`src/hw/tsp_pkg.sv`:
```
package tsp_pkg;
    // register offsets on the serial register port
    localparam logic [7:0] OFS_OFFSET_TRIM = 8'h12;
    localparam logic [7:0] OFS_UPDATE_INTERVAL = 8'h13;
    localparam logic [7:0] OFS_READOUT = 8'h14;
    localparam logic [7:0] OFS_POWER_DOWN = 8'h15;
    // reset values
    localparam logic [7:0] RST_OFFSET_TRIM = 8'h3A;
    localparam logic [7:0] RST_UPDATE_INTERVAL = 8'hFF;
    localparam logic [7:0] RST_READOUT = 8'h00;
    localparam logic [7:0] RST_POWER_DOWN = 8'h00;
    // power-down field positions
    localparam int BIT_GLOBAL_SLEEP = 7;
    localparam int BIT_RAMP_DAC_OFF = 6;
    localparam int BIT_BIAS_GEN_OFF = 5;
    localparam int BIT_TOP_RAMP_OFF = 4;
    localparam int BIT_BOTTOM_RAMP_OFF = 3;
    localparam int BIT_CATHODE_BYPASS = 2;
    localparam int BIT_SENSOR_OFF = 1;
    // writable bits of the power-down register; bit 0 reads zero
    localparam logic [7:0] POWER_DOWN_MASK = 8'hFE;
    // read data reset value and sensor conversion states
    localparam logic [7:0] STAT_IDLE = 8'h00;
    typedef enum logic [1:0] {TSP_IDLE, TSP_SAMPLE, TSP_WAIT} tsp_conv_t;
endpackage

```
`src/hw/temp_sense_power_regs.sv`:
```
`timescale 1ns/1ns
// Notes on behaviour
// - trim register at 0x12, 8 bits read/write, resets to 0x3A.
// - readout refreshed every interval register plus one frames.
// - readout at 0x14 is read-only 8 bits, rising with temperature.
// - each update samples sensor, digitises, latches result into readout.
// - at reset interval, readout updates every 256 frames.
// - power-down bit 1 switches the sensor off; clear keeps it running.
// - power-down bit 7 at 0x15 puts whole chip into deep sleep.
// - register port stays working, all registers accessible in deep sleep.
// - settings kept in sleep; prior state resumes when bit 7 clears.
// - bit 6 powers down ramp DAC and blanks image.
// - bit 5 powers down bias generator; host should keep it clear.
// - bit 4 powers down top ramp buffer and blanks image.
// - bit 3 powers down bottom ramp buffer and blanks image.
// - bit 2 bypasses and powers down cathode supply converter.
module temp_sense_power_regs
(
    input wire logic clock, // system clock, 100 MHz
    input wire logic rstn, // async reset, active low
    input wire logic clockEnable, // freezes all state when low
    input wire logic regWrite, // register write strobe from serial port
    input wire logic regRead, // register read strobe from serial port
    input wire logic [7:0] regAddr, // register offset
    input wire logic [7:0] regWdata, // write data
    output logic [7:0] regRdata, // read data, registered
    output logic regRvalid, // read data valid pulse
    input wire logic frameStart, // frame start pin, asynchronous
    input wire logic [7:0] adcCode, // digitiser result, same clock
    input wire logic adcDone, // digitiser finished pulse
    output logic sampleStart, // starts junction sample and conversion
    output logic [7:0] offsetTrim, // trim to sensor front end
    output logic sensorEnable, // sensor analogue power
    output logic rampDacEnable, // ramp DAC power
    output logic biasGenEnable, // bias generator power
    output logic topRampEnable, // top ramp buffer power
    output logic bottomRampEnable, // bottom ramp buffer power
    output logic cathodeConvEnable, // cathode converter power
    output logic cathodeBypass, // cathode converter bypass switch
    output logic imageBlank, // blank displayed image
    output logic deepSleep // chip-wide sleep, register port stays on
);
    import tsp_pkg::*;

    logic [7:0] offsetTrim_r;
    logic [7:0] updateInterval_r;
    logic [7:0] readout_r;
    logic [7:0] powerDown_r;
    logic [7:0] regRdata_nxt;
    logic frameLevel;
    logic frameLevelD_r;
    logic frameTick;
    logic running;
    logic updatePulse;
    logic sleepBit;
    logic sensorOff;
    tsp_conv_t conv_r;
    tsp_conv_t conv_nxt;

    // next values of the registered power outputs
    logic deepSleep_nxt;
    logic sensorEnable_nxt;
    logic rampDacEnable_nxt;
    logic biasGenEnable_nxt;
    logic topRampEnable_nxt;
    logic bottomRampEnable_nxt;
    logic cathodeConvEnable_nxt;
    logic cathodeBypass_nxt;
    logic imageBlank_nxt;

    // write decode; readout address has no write path
    logic wrTrim;
    logic wrInterval;
    logic wrPower;
    assign wrTrim = regWrite && (regAddr == OFS_OFFSET_TRIM);
    assign wrInterval = regWrite && (regAddr == OFS_UPDATE_INTERVAL);
    assign wrPower = regWrite && (regAddr == OFS_POWER_DOWN);

    // power field decode
    assign sleepBit = powerDown_r[BIT_GLOBAL_SLEEP];
    assign sensorOff = powerDown_r[BIT_SENSOR_OFF];
    assign running = !sleepBit && !sensorOff;

    // read address decode, one select per mapped register
    logic selTrim;
    logic selInterval;
    logic selReadout;
    logic selPower;
    assign selTrim = (regAddr == OFS_OFFSET_TRIM);
    assign selInterval = (regAddr == OFS_UPDATE_INTERVAL);
    assign selReadout = (regAddr == OFS_READOUT);
    assign selPower = (regAddr == OFS_POWER_DOWN);

    // read mux; unmapped offsets read zero so a probe sees nothing stale
    assign regRdata_nxt =
        selTrim ? offsetTrim_r :
        selInterval ? updateInterval_r :
        selReadout ? readout_r :
        selPower ? powerDown_r : 8'h00;

    // frame pin crosses into the clock domain before edge detection
    tsp_sync2 tsp_sync2_inst (
        .clock(clock),
        .rstn(rstn),
        .clockEnable(clockEnable),
        .asyncIn(frameStart),
        .syncOut(frameLevel)
    );
    assign frameTick = frameLevel && !frameLevelD_r;

    tsp_frame_pacer tsp_frame_pacer_inst (
        .clock(clock),
        .rstn(rstn),
        .clockEnable(clockEnable),
        .running(running),
        .frameTick(frameTick),
        .interval(updateInterval_r),
        .updatePulse(updatePulse)
    );

    // conversion sequencer: sample, wait for digitiser, latch
    always_comb begin
        conv_nxt = conv_r;
        unique case (conv_r)
            TSP_IDLE: begin
                if (updatePulse) begin
                    conv_nxt = TSP_SAMPLE;
                end
            end
            TSP_SAMPLE: begin
                conv_nxt = TSP_WAIT;
            end
            TSP_WAIT: begin
                if (adcDone || !running) begin
                    conv_nxt = TSP_IDLE;
                end
            end
        endcase
    end
    assign sampleStart = (conv_r == TSP_SAMPLE);

    // trim register; the register port works regardless of sleep
    // the host reloads it from its calibration store after power-up
    always_ff @(posedge clock or negedge rstn) begin
        if (!rstn) begin
            offsetTrim_r <= RST_OFFSET_TRIM;
        end else if (clockEnable && wrTrim) begin
            offsetTrim_r <= regWdata;
        end
    end

    // interval register; values below 0x02 are kept as written,
    // only the host is barred from using them
    always_ff @(posedge clock or negedge rstn) begin
        if (!rstn) begin
            updateInterval_r <= RST_UPDATE_INTERVAL;
        end else if (clockEnable && wrInterval) begin
            updateInterval_r <= regWdata;
        end
    end

    // power-down register; bit 0 is unused and always reads zero
    // sleep never clears it, so every setting survives deep sleep
    always_ff @(posedge clock or negedge rstn) begin
        if (!rstn) begin
            powerDown_r <= RST_POWER_DOWN;
        end else if (clockEnable && wrPower) begin
            powerDown_r <= regWdata & POWER_DOWN_MASK;
        end
    end

    // readout latched only from the digitiser, host writes never reach it
    // a conversion cut short by power-down leaves the old reading
    always_ff @(posedge clock or negedge rstn) begin
        if (!rstn) begin
            readout_r <= RST_READOUT;
        end else if (clockEnable && conv_r == TSP_WAIT && adcDone && running) begin
            readout_r <= adcCode;
        end
    end

    // conversion sequencer state
    // one sample per update pulse, never two in flight
    always_ff @(posedge clock or negedge rstn) begin
        if (!rstn) begin
            conv_r <= TSP_IDLE;
        end else if (clockEnable) begin
            conv_r <= conv_nxt;
        end
    end

    // edge history of the synchronised frame level; resets to the pin's
    // idle low so the release of reset makes no false frame
    always_ff @(posedge clock or negedge rstn) begin
        if (!rstn) begin
            frameLevelD_r <= 1'b0;
        end else if (clockEnable) begin
            frameLevelD_r <= frameLevel;
        end
    end

    // read valid pulse, one cycle after the read strobe
    // back-to-back reads give back-to-back pulses
    always_ff @(posedge clock or negedge rstn) begin
        if (!rstn) begin
            regRvalid <= 1'b0;
        end else if (clockEnable) begin
            regRvalid <= regRead;
        end
    end

    // read data holds until the next read
    // so a slow serial front end may take it late
    always_ff @(posedge clock or negedge rstn) begin
        if (!rstn) begin
            regRdata <= STAT_IDLE;
        end else if (clockEnable && regRead) begin
            regRdata <= regRdata_nxt;
        end
    end

    // next values of the power outputs; deep sleep overrides each stored bit except the cathode bypass
    // but leaves the register alone, so waking restores the old state
    assign deepSleep_nxt = sleepBit;
    assign sensorEnable_nxt = running;
    assign rampDacEnable_nxt = !sleepBit && !powerDown_r[BIT_RAMP_DAC_OFF];
    assign biasGenEnable_nxt = !sleepBit && !powerDown_r[BIT_BIAS_GEN_OFF];
    assign topRampEnable_nxt = !sleepBit && !powerDown_r[BIT_TOP_RAMP_OFF];
    assign bottomRampEnable_nxt = !sleepBit && !powerDown_r[BIT_BOTTOM_RAMP_OFF];
    assign cathodeConvEnable_nxt = !sleepBit && !powerDown_r[BIT_CATHODE_BYPASS];
    assign cathodeBypass_nxt = powerDown_r[BIT_CATHODE_BYPASS];
    // any ramp path off leaves nothing to show; bias off only dims
    assign imageBlank_nxt = sleepBit || powerDown_r[BIT_RAMP_DAC_OFF] ||
        powerDown_r[BIT_TOP_RAMP_OFF] ||
        powerDown_r[BIT_BOTTOM_RAMP_OFF];

    // trim copy to the sensor front end
    // registered so the analogue side never sees a decode glitch
    always_ff @(posedge clock or negedge rstn) begin
        if (!rstn) begin
            offsetTrim <= RST_OFFSET_TRIM;
        end else if (clockEnable) begin
            offsetTrim <= offsetTrim_r;
        end
    end

    // chip-wide sleep level
    // the register port runs on through it; analogue blocks, the frame pacer and the conversion sequencer rest
    always_ff @(posedge clock or negedge rstn) begin
        if (!rstn) begin
            deepSleep <= 1'b0;
        end else if (clockEnable) begin
            deepSleep <= deepSleep_nxt;
        end
    end

    // sensor supply; off with its own bit or in sleep
    // the pacer stops at the same moment, but an update pulse registered with the write still starts one sample, never latched
    always_ff @(posedge clock or negedge rstn) begin
        if (!rstn) begin
            sensorEnable <= 1'b0;
        end else if (clockEnable) begin
            sensorEnable <= sensorEnable_nxt;
        end
    end

    // ramp DAC supply
    // off blanks the image; an external ramp may stand in
    always_ff @(posedge clock or negedge rstn) begin
        if (!rstn) begin
            rampDacEnable <= 1'b0;
        end else if (clockEnable) begin
            rampDacEnable <= rampDacEnable_nxt;
        end
    end

    // bias generator supply
    // off dims rather than blanks, so imageBlank ignores it
    always_ff @(posedge clock or negedge rstn) begin
        if (!rstn) begin
            biasGenEnable <= 1'b0;
        end else if (clockEnable) begin
            biasGenEnable <= biasGenEnable_nxt;
        end
    end

    // top ramp buffer supply
    // either buffer off leaves the image blank
    always_ff @(posedge clock or negedge rstn) begin
        if (!rstn) begin
            topRampEnable <= 1'b0;
        end else if (clockEnable) begin
            topRampEnable <= topRampEnable_nxt;
        end
    end

    // bottom ramp buffer supply
    // mirrors the top buffer path
    always_ff @(posedge clock or negedge rstn) begin
        if (!rstn) begin
            bottomRampEnable <= 1'b0;
        end else if (clockEnable) begin
            bottomRampEnable <= bottomRampEnable_nxt;
        end
    end

    // cathode converter supply
    // dropped in sleep and when bypassed for an external supply
    always_ff @(posedge clock or negedge rstn) begin
        if (!rstn) begin
            cathodeConvEnable <= 1'b0;
        end else if (clockEnable) begin
            cathodeConvEnable <= cathodeConvEnable_nxt;
        end
    end

    // cathode converter bypass switch
    // follows the stored bit in sleep too; the converter is off anyway
    always_ff @(posedge clock or negedge rstn) begin
        if (!rstn) begin
            cathodeBypass <= 1'b0;
        end else if (clockEnable) begin
            cathodeBypass <= cathodeBypass_nxt;
        end
    end

    // blank request to the display path
    // resets high so nothing shows before the enables have settled
    always_ff @(posedge clock or negedge rstn) begin
        if (!rstn) begin
            imageBlank <= 1'b1;
        end else if (clockEnable) begin
            imageBlank <= imageBlank_nxt;
        end
    end
endmodule

```
`src/hw/tsp_sync2.sv`:
```
`timescale 1ns/1ns
// two-stage synchroniser for levels arriving from pins
module tsp_sync2 (
    input wire logic clock, // system clock
    input wire logic rstn, // async reset, active low
    input wire logic clockEnable, // freezes state when low
    input wire logic asyncIn, // level from outside the domain
    output logic syncOut // level safe to read
);
    logic stage1_r;
    // first stage feeds only the second
    always_ff @(posedge clock or negedge rstn) begin
        if (!rstn) begin
            stage1_r <= 1'b0;
            syncOut <= 1'b0;
        end else if (clockEnable) begin
            stage1_r <= asyncIn;
            syncOut <= stage1_r;
        end
    end
endmodule

```
`src/hw/tsp_frame_pacer.sv`:
```
`timescale 1ns/1ns
// counts frame starts and fires an update every interval+1 frames
module tsp_frame_pacer
    import tsp_pkg::*;
(
    input wire logic clock, // system clock
    input wire logic rstn, // async reset, active low
    input wire logic clockEnable, // freezes state when low
    input wire logic running, // sensor powered and chip awake
    input wire logic frameTick, // one-cycle pulse per frame
    input wire logic [7:0] interval, // update interval register
    output logic updatePulse // one-cycle update request
);
    logic [7:0] count_r;
    logic [7:0] count_nxt;
    logic wrap;
    // interval n gives n+1 frames; >= also recovers if n shrinks mid-count
    assign wrap = frameTick && (count_r >= interval);
    // stopped counter restarts from zero on power return
    assign count_nxt = !running ? 8'h00 : wrap ? 8'h00 :
        frameTick ? count_r + 8'h01 : count_r;
    always_ff @(posedge clock or negedge rstn) begin
        if (!rstn) begin
            count_r <= 8'h00;
            updatePulse <= 1'b0;
        end else if (clockEnable) begin
            count_r <= count_nxt;
            updatePulse <= running && wrap;
        end
    end
endmodule

```
`config.mk`:
```
export PLATFORM = sky130hd
export DESIGN_NAME = temp_sense_power_regs
export DESIGN_NICKNAME = d
export VERILOG_FILES = /design/src/hw/tsp_pkg.sv /design/src/hw/temp_sense_power_regs.sv /design/src/hw/tsp_sync2.sv /design/src/hw/tsp_frame_pacer.sv
export SDC_FILE = /design/constraint.sdc
export NUM_CORES = 1
export LEC_CHECK = 0
export ABC_AREA = 0
export ABC_CLOCK_PERIOD_IN_PS = 5100
export BUFFER_PORTS_ARGS = -buffer_cell sky130_fd_sc_hd__buf_2
export CAP_MARGIN = 25
export CORE_MARGIN = 2
export CORE_UTILIZATION = 55
export DETAILED_ROUTE_END_ITERATION = 12
export HOLD_SLACK_MARGIN = 0.03
export PLACE_DENSITY = 0.85
export SLEW_MARGIN = 10
export SYNTH_ARGS = -nofsm -noshare
export SYNTH_HDL_FRONTEND = slang
export SYNTH_SLANG_ARGS = --single-unit
```
`constraint.sdc`:
```
create_clock -name clock -period 5.1 [get_ports clock]
set_clock_uncertainty 0.15 [all_clocks]
set_input_delay 0 -clock clock [delete_from_list [all_inputs] [get_ports clock]]
set_output_delay 0 -clock clock [all_outputs]
set_load 0.005 [all_outputs]
```
==> flow_metrics.env <==
export IMPL_status="complete, no violations"
export IMPL_cp_max_fo=4
export IMPL_drv_cap=0
export IMPL_multi_input_area_mm2=0.00151
export IMPL_dr_wl_met2_mm=3.85
export IMPL_tritoncts="done"
export IMPL_period_needed_ns=2.24
export IMPL_synth_distinct_cells=45
export IMPL_finalSetupTns_ns=0
export IMPL_cts_resized=0
export IMPL_finalPower_mw=1.47
export IMPL_critPathMaxStageDelay_ns=0.55
export IMPL_rsz0062_at_grt="no"
export IMPL_antenna_cells=0
export IMPL_crit_chain="inv_1, ha_1, and3_1, a221oi_1, o21ai_0, a211oi_1"
export IMPL_htree_levels=3
export IMPL_antenna_found_initial=0
export IMPL_critical_path_class="flop to flop"
export IMPL_holdWs_ns=0.112
export IMPL_arrival_ns=2.34
export IMPL_cts_root_buf="clkbuf_8"
export IMPL_synth_edff_count=0
export IMPL_synth_cells=279
export IMPL_die_area_mm2=0.00689
export IMPL_die_h_um=83.0
export IMPL_crit_family="compound AO/OA/AOI/OAI gates"
export IMPL_wirelength_mm=7.83
export IMPL_gr_total_overflow=0
export IMPL_grt_pass1_wl_mm=12.6
export IMPL_cp_start_kind="flop"
export IMPL_min_delay_path_class="input pin to flop"
export IMPL_vias_per_cell=6.07
export IMPL_gr_usage_all_layers=0.233
export IMPL_drt_wirelength_per_cell_um=18.0
export IMPL_io_pins=58
export IMPL_cts_sinks=71
export IMPL_fmax_mhz=447
export IMPL_insertion_delay_ns=0.35
export IMPL_start_util=0.573
export IMPL_gp_congestion=0.810
export IMPL_clk_pin_slew_worst_paths_ns=0.08
export IMPL_yosysSeqAreaShare=0.524
export IMPL_clockBufferDepth=2
export IMPL_synth_nets=322
export IMPL_fp_row_count=28
export IMPL_fin_area_mm2=0.00417
export IMPL_drt_iter0_drc=214
export IMPL_critPathCaptureType="flop"
export IMPL_area_growth_pct=21.6
export IMPL_synth_seq_cells=71
export IMPL_powerDensity_mw_per_mm2=351
export IMPL_ir_drop_v=0.000307
export IMPL_cts_buffers=9
export IMPL_dr_wl_met3_um=432
export IMPL_ys_warn_count=0
export IMPL_setup_viol=0
export IMPL_drive_gt1_frac=0.428
export IMPL_leakage_nw=1.87
export IMPL_cp_num_buf_inv=1
export IMPL_fill_cells=410
export IMPL_slew_violations=0
export IMPL_fin_crit_sh=0.439
export IMPL_async_flop_share=1.00
export IMPL_drt_antenna_violating_nets=0
export IMPL_required_ns=5.20
export IMPL_worst_pin_slew_ns=1.03
export IMPL_vias=2641
export IMPL_ff_latch_area_mm2=0.00180
export IMPL_drc=0
export IMPL_dr_max_layer_used="met4"
export IMPL_core_area_mm2=0.00599
export IMPL_dp_hpwl_mm=5.08
export IMPL_wl_met1_mm=3.26
export IMPL_final_nets=398
export IMPL_synth_area_per_cell_um2=12.3
export IMPL_firstDrtPassIters=4
export IMPL_synth_main_ff_cell="dfrtp_1"
export IMPL_portBuffers=57
export IMPL_final_hold_violation_count=0
export IMPL_max_slew_margin=0.309
export IMPL_grt_pass1_vias=2586
export IMPL_post_route_util=0.697
export IMPL_cp_slowest_cell="dfstp_2"
export IMPL_synth_cell_area_mm2=0.00343
export IMPL_place_area_mm2=0.00374
export IMPL_grt_max_degree=72
export IMPL_die_w_um=83.0
-- layout by cell type, fill, tap and decap left out, drive strengths merged, types with 2 or more instances in the layout --
cell type	netlist	routed
a21oi	7	7
nor2	13	13
ha	12	12
dlygate4sd3	0	20
o2111ai	3	3
xor2	2	2
o21ai	14	14
inv	14	15
or4	2	2
nand4	2	2
clkbuf	9	10
or2	2	2
clkinvlp	0	2
nor3b	4	4
nor3	3	3
o31ai	3	3
o21a	2	2
nand3	4	4
buf	4	58
a22o	2	2
mux2	52	52
a32o	6	6
and4	2	2
mux2i	2	2
or3	6	6
dfrtp	54	54
a32oi	6	6
nor2b	3	3
a211oi	2	2
dfstp	17	17
nand2	16	16
bufinv	0	2
-- Yosys cell counts (2+ instances only) --
cell type | count | area [um2]
or3_1 | 6 | 37.5
a32o_1 | 6 | 60.1
xor2_1 | 2 | 17.5
or2_2 | 2 | 12.5
inv_1 | 14 | 52.6
buf_6 | 3 | 33.8
nor3b_1 | 2 | 15.0
and4_1 | 2 | 17.5
o21ai_0 | 13 | 65.1
nand2_1 | 16 | 60.1
nor3b_2 | 2 | 25.0
nor2_2 | 3 | 18.8
or4_1 | 2 | 15.0
dfrtp_1 | 54 | 1350
nand4_1 | 2 | 12.5
a22o_1 | 2 | 17.5
clkbuf_1 | 9 | 33.8
nor2_1 | 10 | 37.5
nor2b_1 | 3 | 18.8
nand3_1 | 4 | 20.0
nor3_1 | 2 | 10.0
o21a_1 | 2 | 15.0
ha_1 | 12 | 150
o2111ai_1 | 3 | 26.3
mux2_2 | 52 | 586
a211oi_1 | 2 | 15.0
o31ai_1 | 3 | 22.5
a32oi_1 | 6 | 52.6
mux2i_1 | 2 | 20.0
a21oi_1 | 7 | 35.0
dfstp_2 | 17 | 447
-- per-stage QoR --
stage                     std cells  worst slack [ns]
after floorplan                 279              3.08
final                           435              2.86
after global placement          399              2.97
after CTS                       435              2.91
after global routing            435              2.73
after detailed placement        399              2.92
-- per-layer routing --
metal | track usage | vias to the layer above
li1 | - | 1175
met1 | 0.305 | 1322
met2 | 0.366 | 118
met3 | 0.0417 | 26
met4 | 0.134 | 0
met5 | 0 | -
-- sequential cells by signal, summed over array words and instances (netlist names), 2 cells and up --
name / count
offsetTrim: 8
readout_r: 8
conv_r: 2
tsp_frame_pacer_inst.count_r: 8
offsetTrim_r: 8
powerDown_r: 7
regRdata: 8
updateInterval_r: 8
-- power breakdown --
part           internal, mW  switching [mW]  total, mW  leakage (nW)
sequential            0.638          0.0570      0.695         0.861
combinational         0.128           0.132      0.260         0.903
clock                 0.291           0.220      0.511         0.109
-- worst paths after layout --
kind / startpoint / endpoint / slack, ns / cells after the start
max: updateInterval_r[6]$_DFFE_PN1P_ / tsp_frame_pacer_inst.count_r[5]$_DFFE_PN0P_ / 2.86 / 6
min: clockEnable / imageBlank$_DFFE_PN1P_ / 0.11 / 3
max reg2reg: updateInterval_r[6]$_DFFE_PN1P_ / tsp_frame_pacer_inst.count_r[5]$_DFFE_PN0P_ / 2.86 / 6
min reg2reg: cathodeBypass$_DFFE_PN0P_ / cathodeBypass$_DFFE_PN0P_ / 0.35 / 1
max in group asynchronous: rstn / readout_r[6]$_DFFE_PN0P_ / 4.00 / 3
min in group asynchronous: rstn / readout_r[0]$_DFFE_PN0P_ / 0.22 / 3
-- tightest hold or removal path, delay by kind of cell --
kind / cells / cell delay [ns]
buffers and inverters: 1 / 0.34
and+or+nand+nor: 1 / 0.19
AOI/OAI and AO/OA: 1 / 0.05
-- kinds of logic (layout without fill, tap and decap cells) --
logic type / after synthesis / in the layout / synth area share
xor gates and xnor gates: 2 / 2 / 0.00511
buffers and inverters: 27 / 108 / 0.0372
and+or+nand+nor: 60 / 60 / 0.100
AOI/OAI and AO/OA: 53 / 53 / 0.113
adders and majority gates: 12 / 12 / 0.0438
DFF: 71 / 71 / 0.524
muxes: 54 / 54 / 0.177
-- area by class of cell --
class,count,area share
flip-flops and latches,71,0.431
inverters,14,0.0126
multi-input cells,181,0.361
clock buffers,10,0.0330
repair buffers,78,0.118
clock inverters,6,0.0222
well taps,75,0.0225
-- repair_timing --
action	4_1_cts	5_1_grt
setup buffers	0	0
hold buffers	20	0
hold endpoints to repair	89	0
Note: power is estimated with default switching activity, not from simulation.
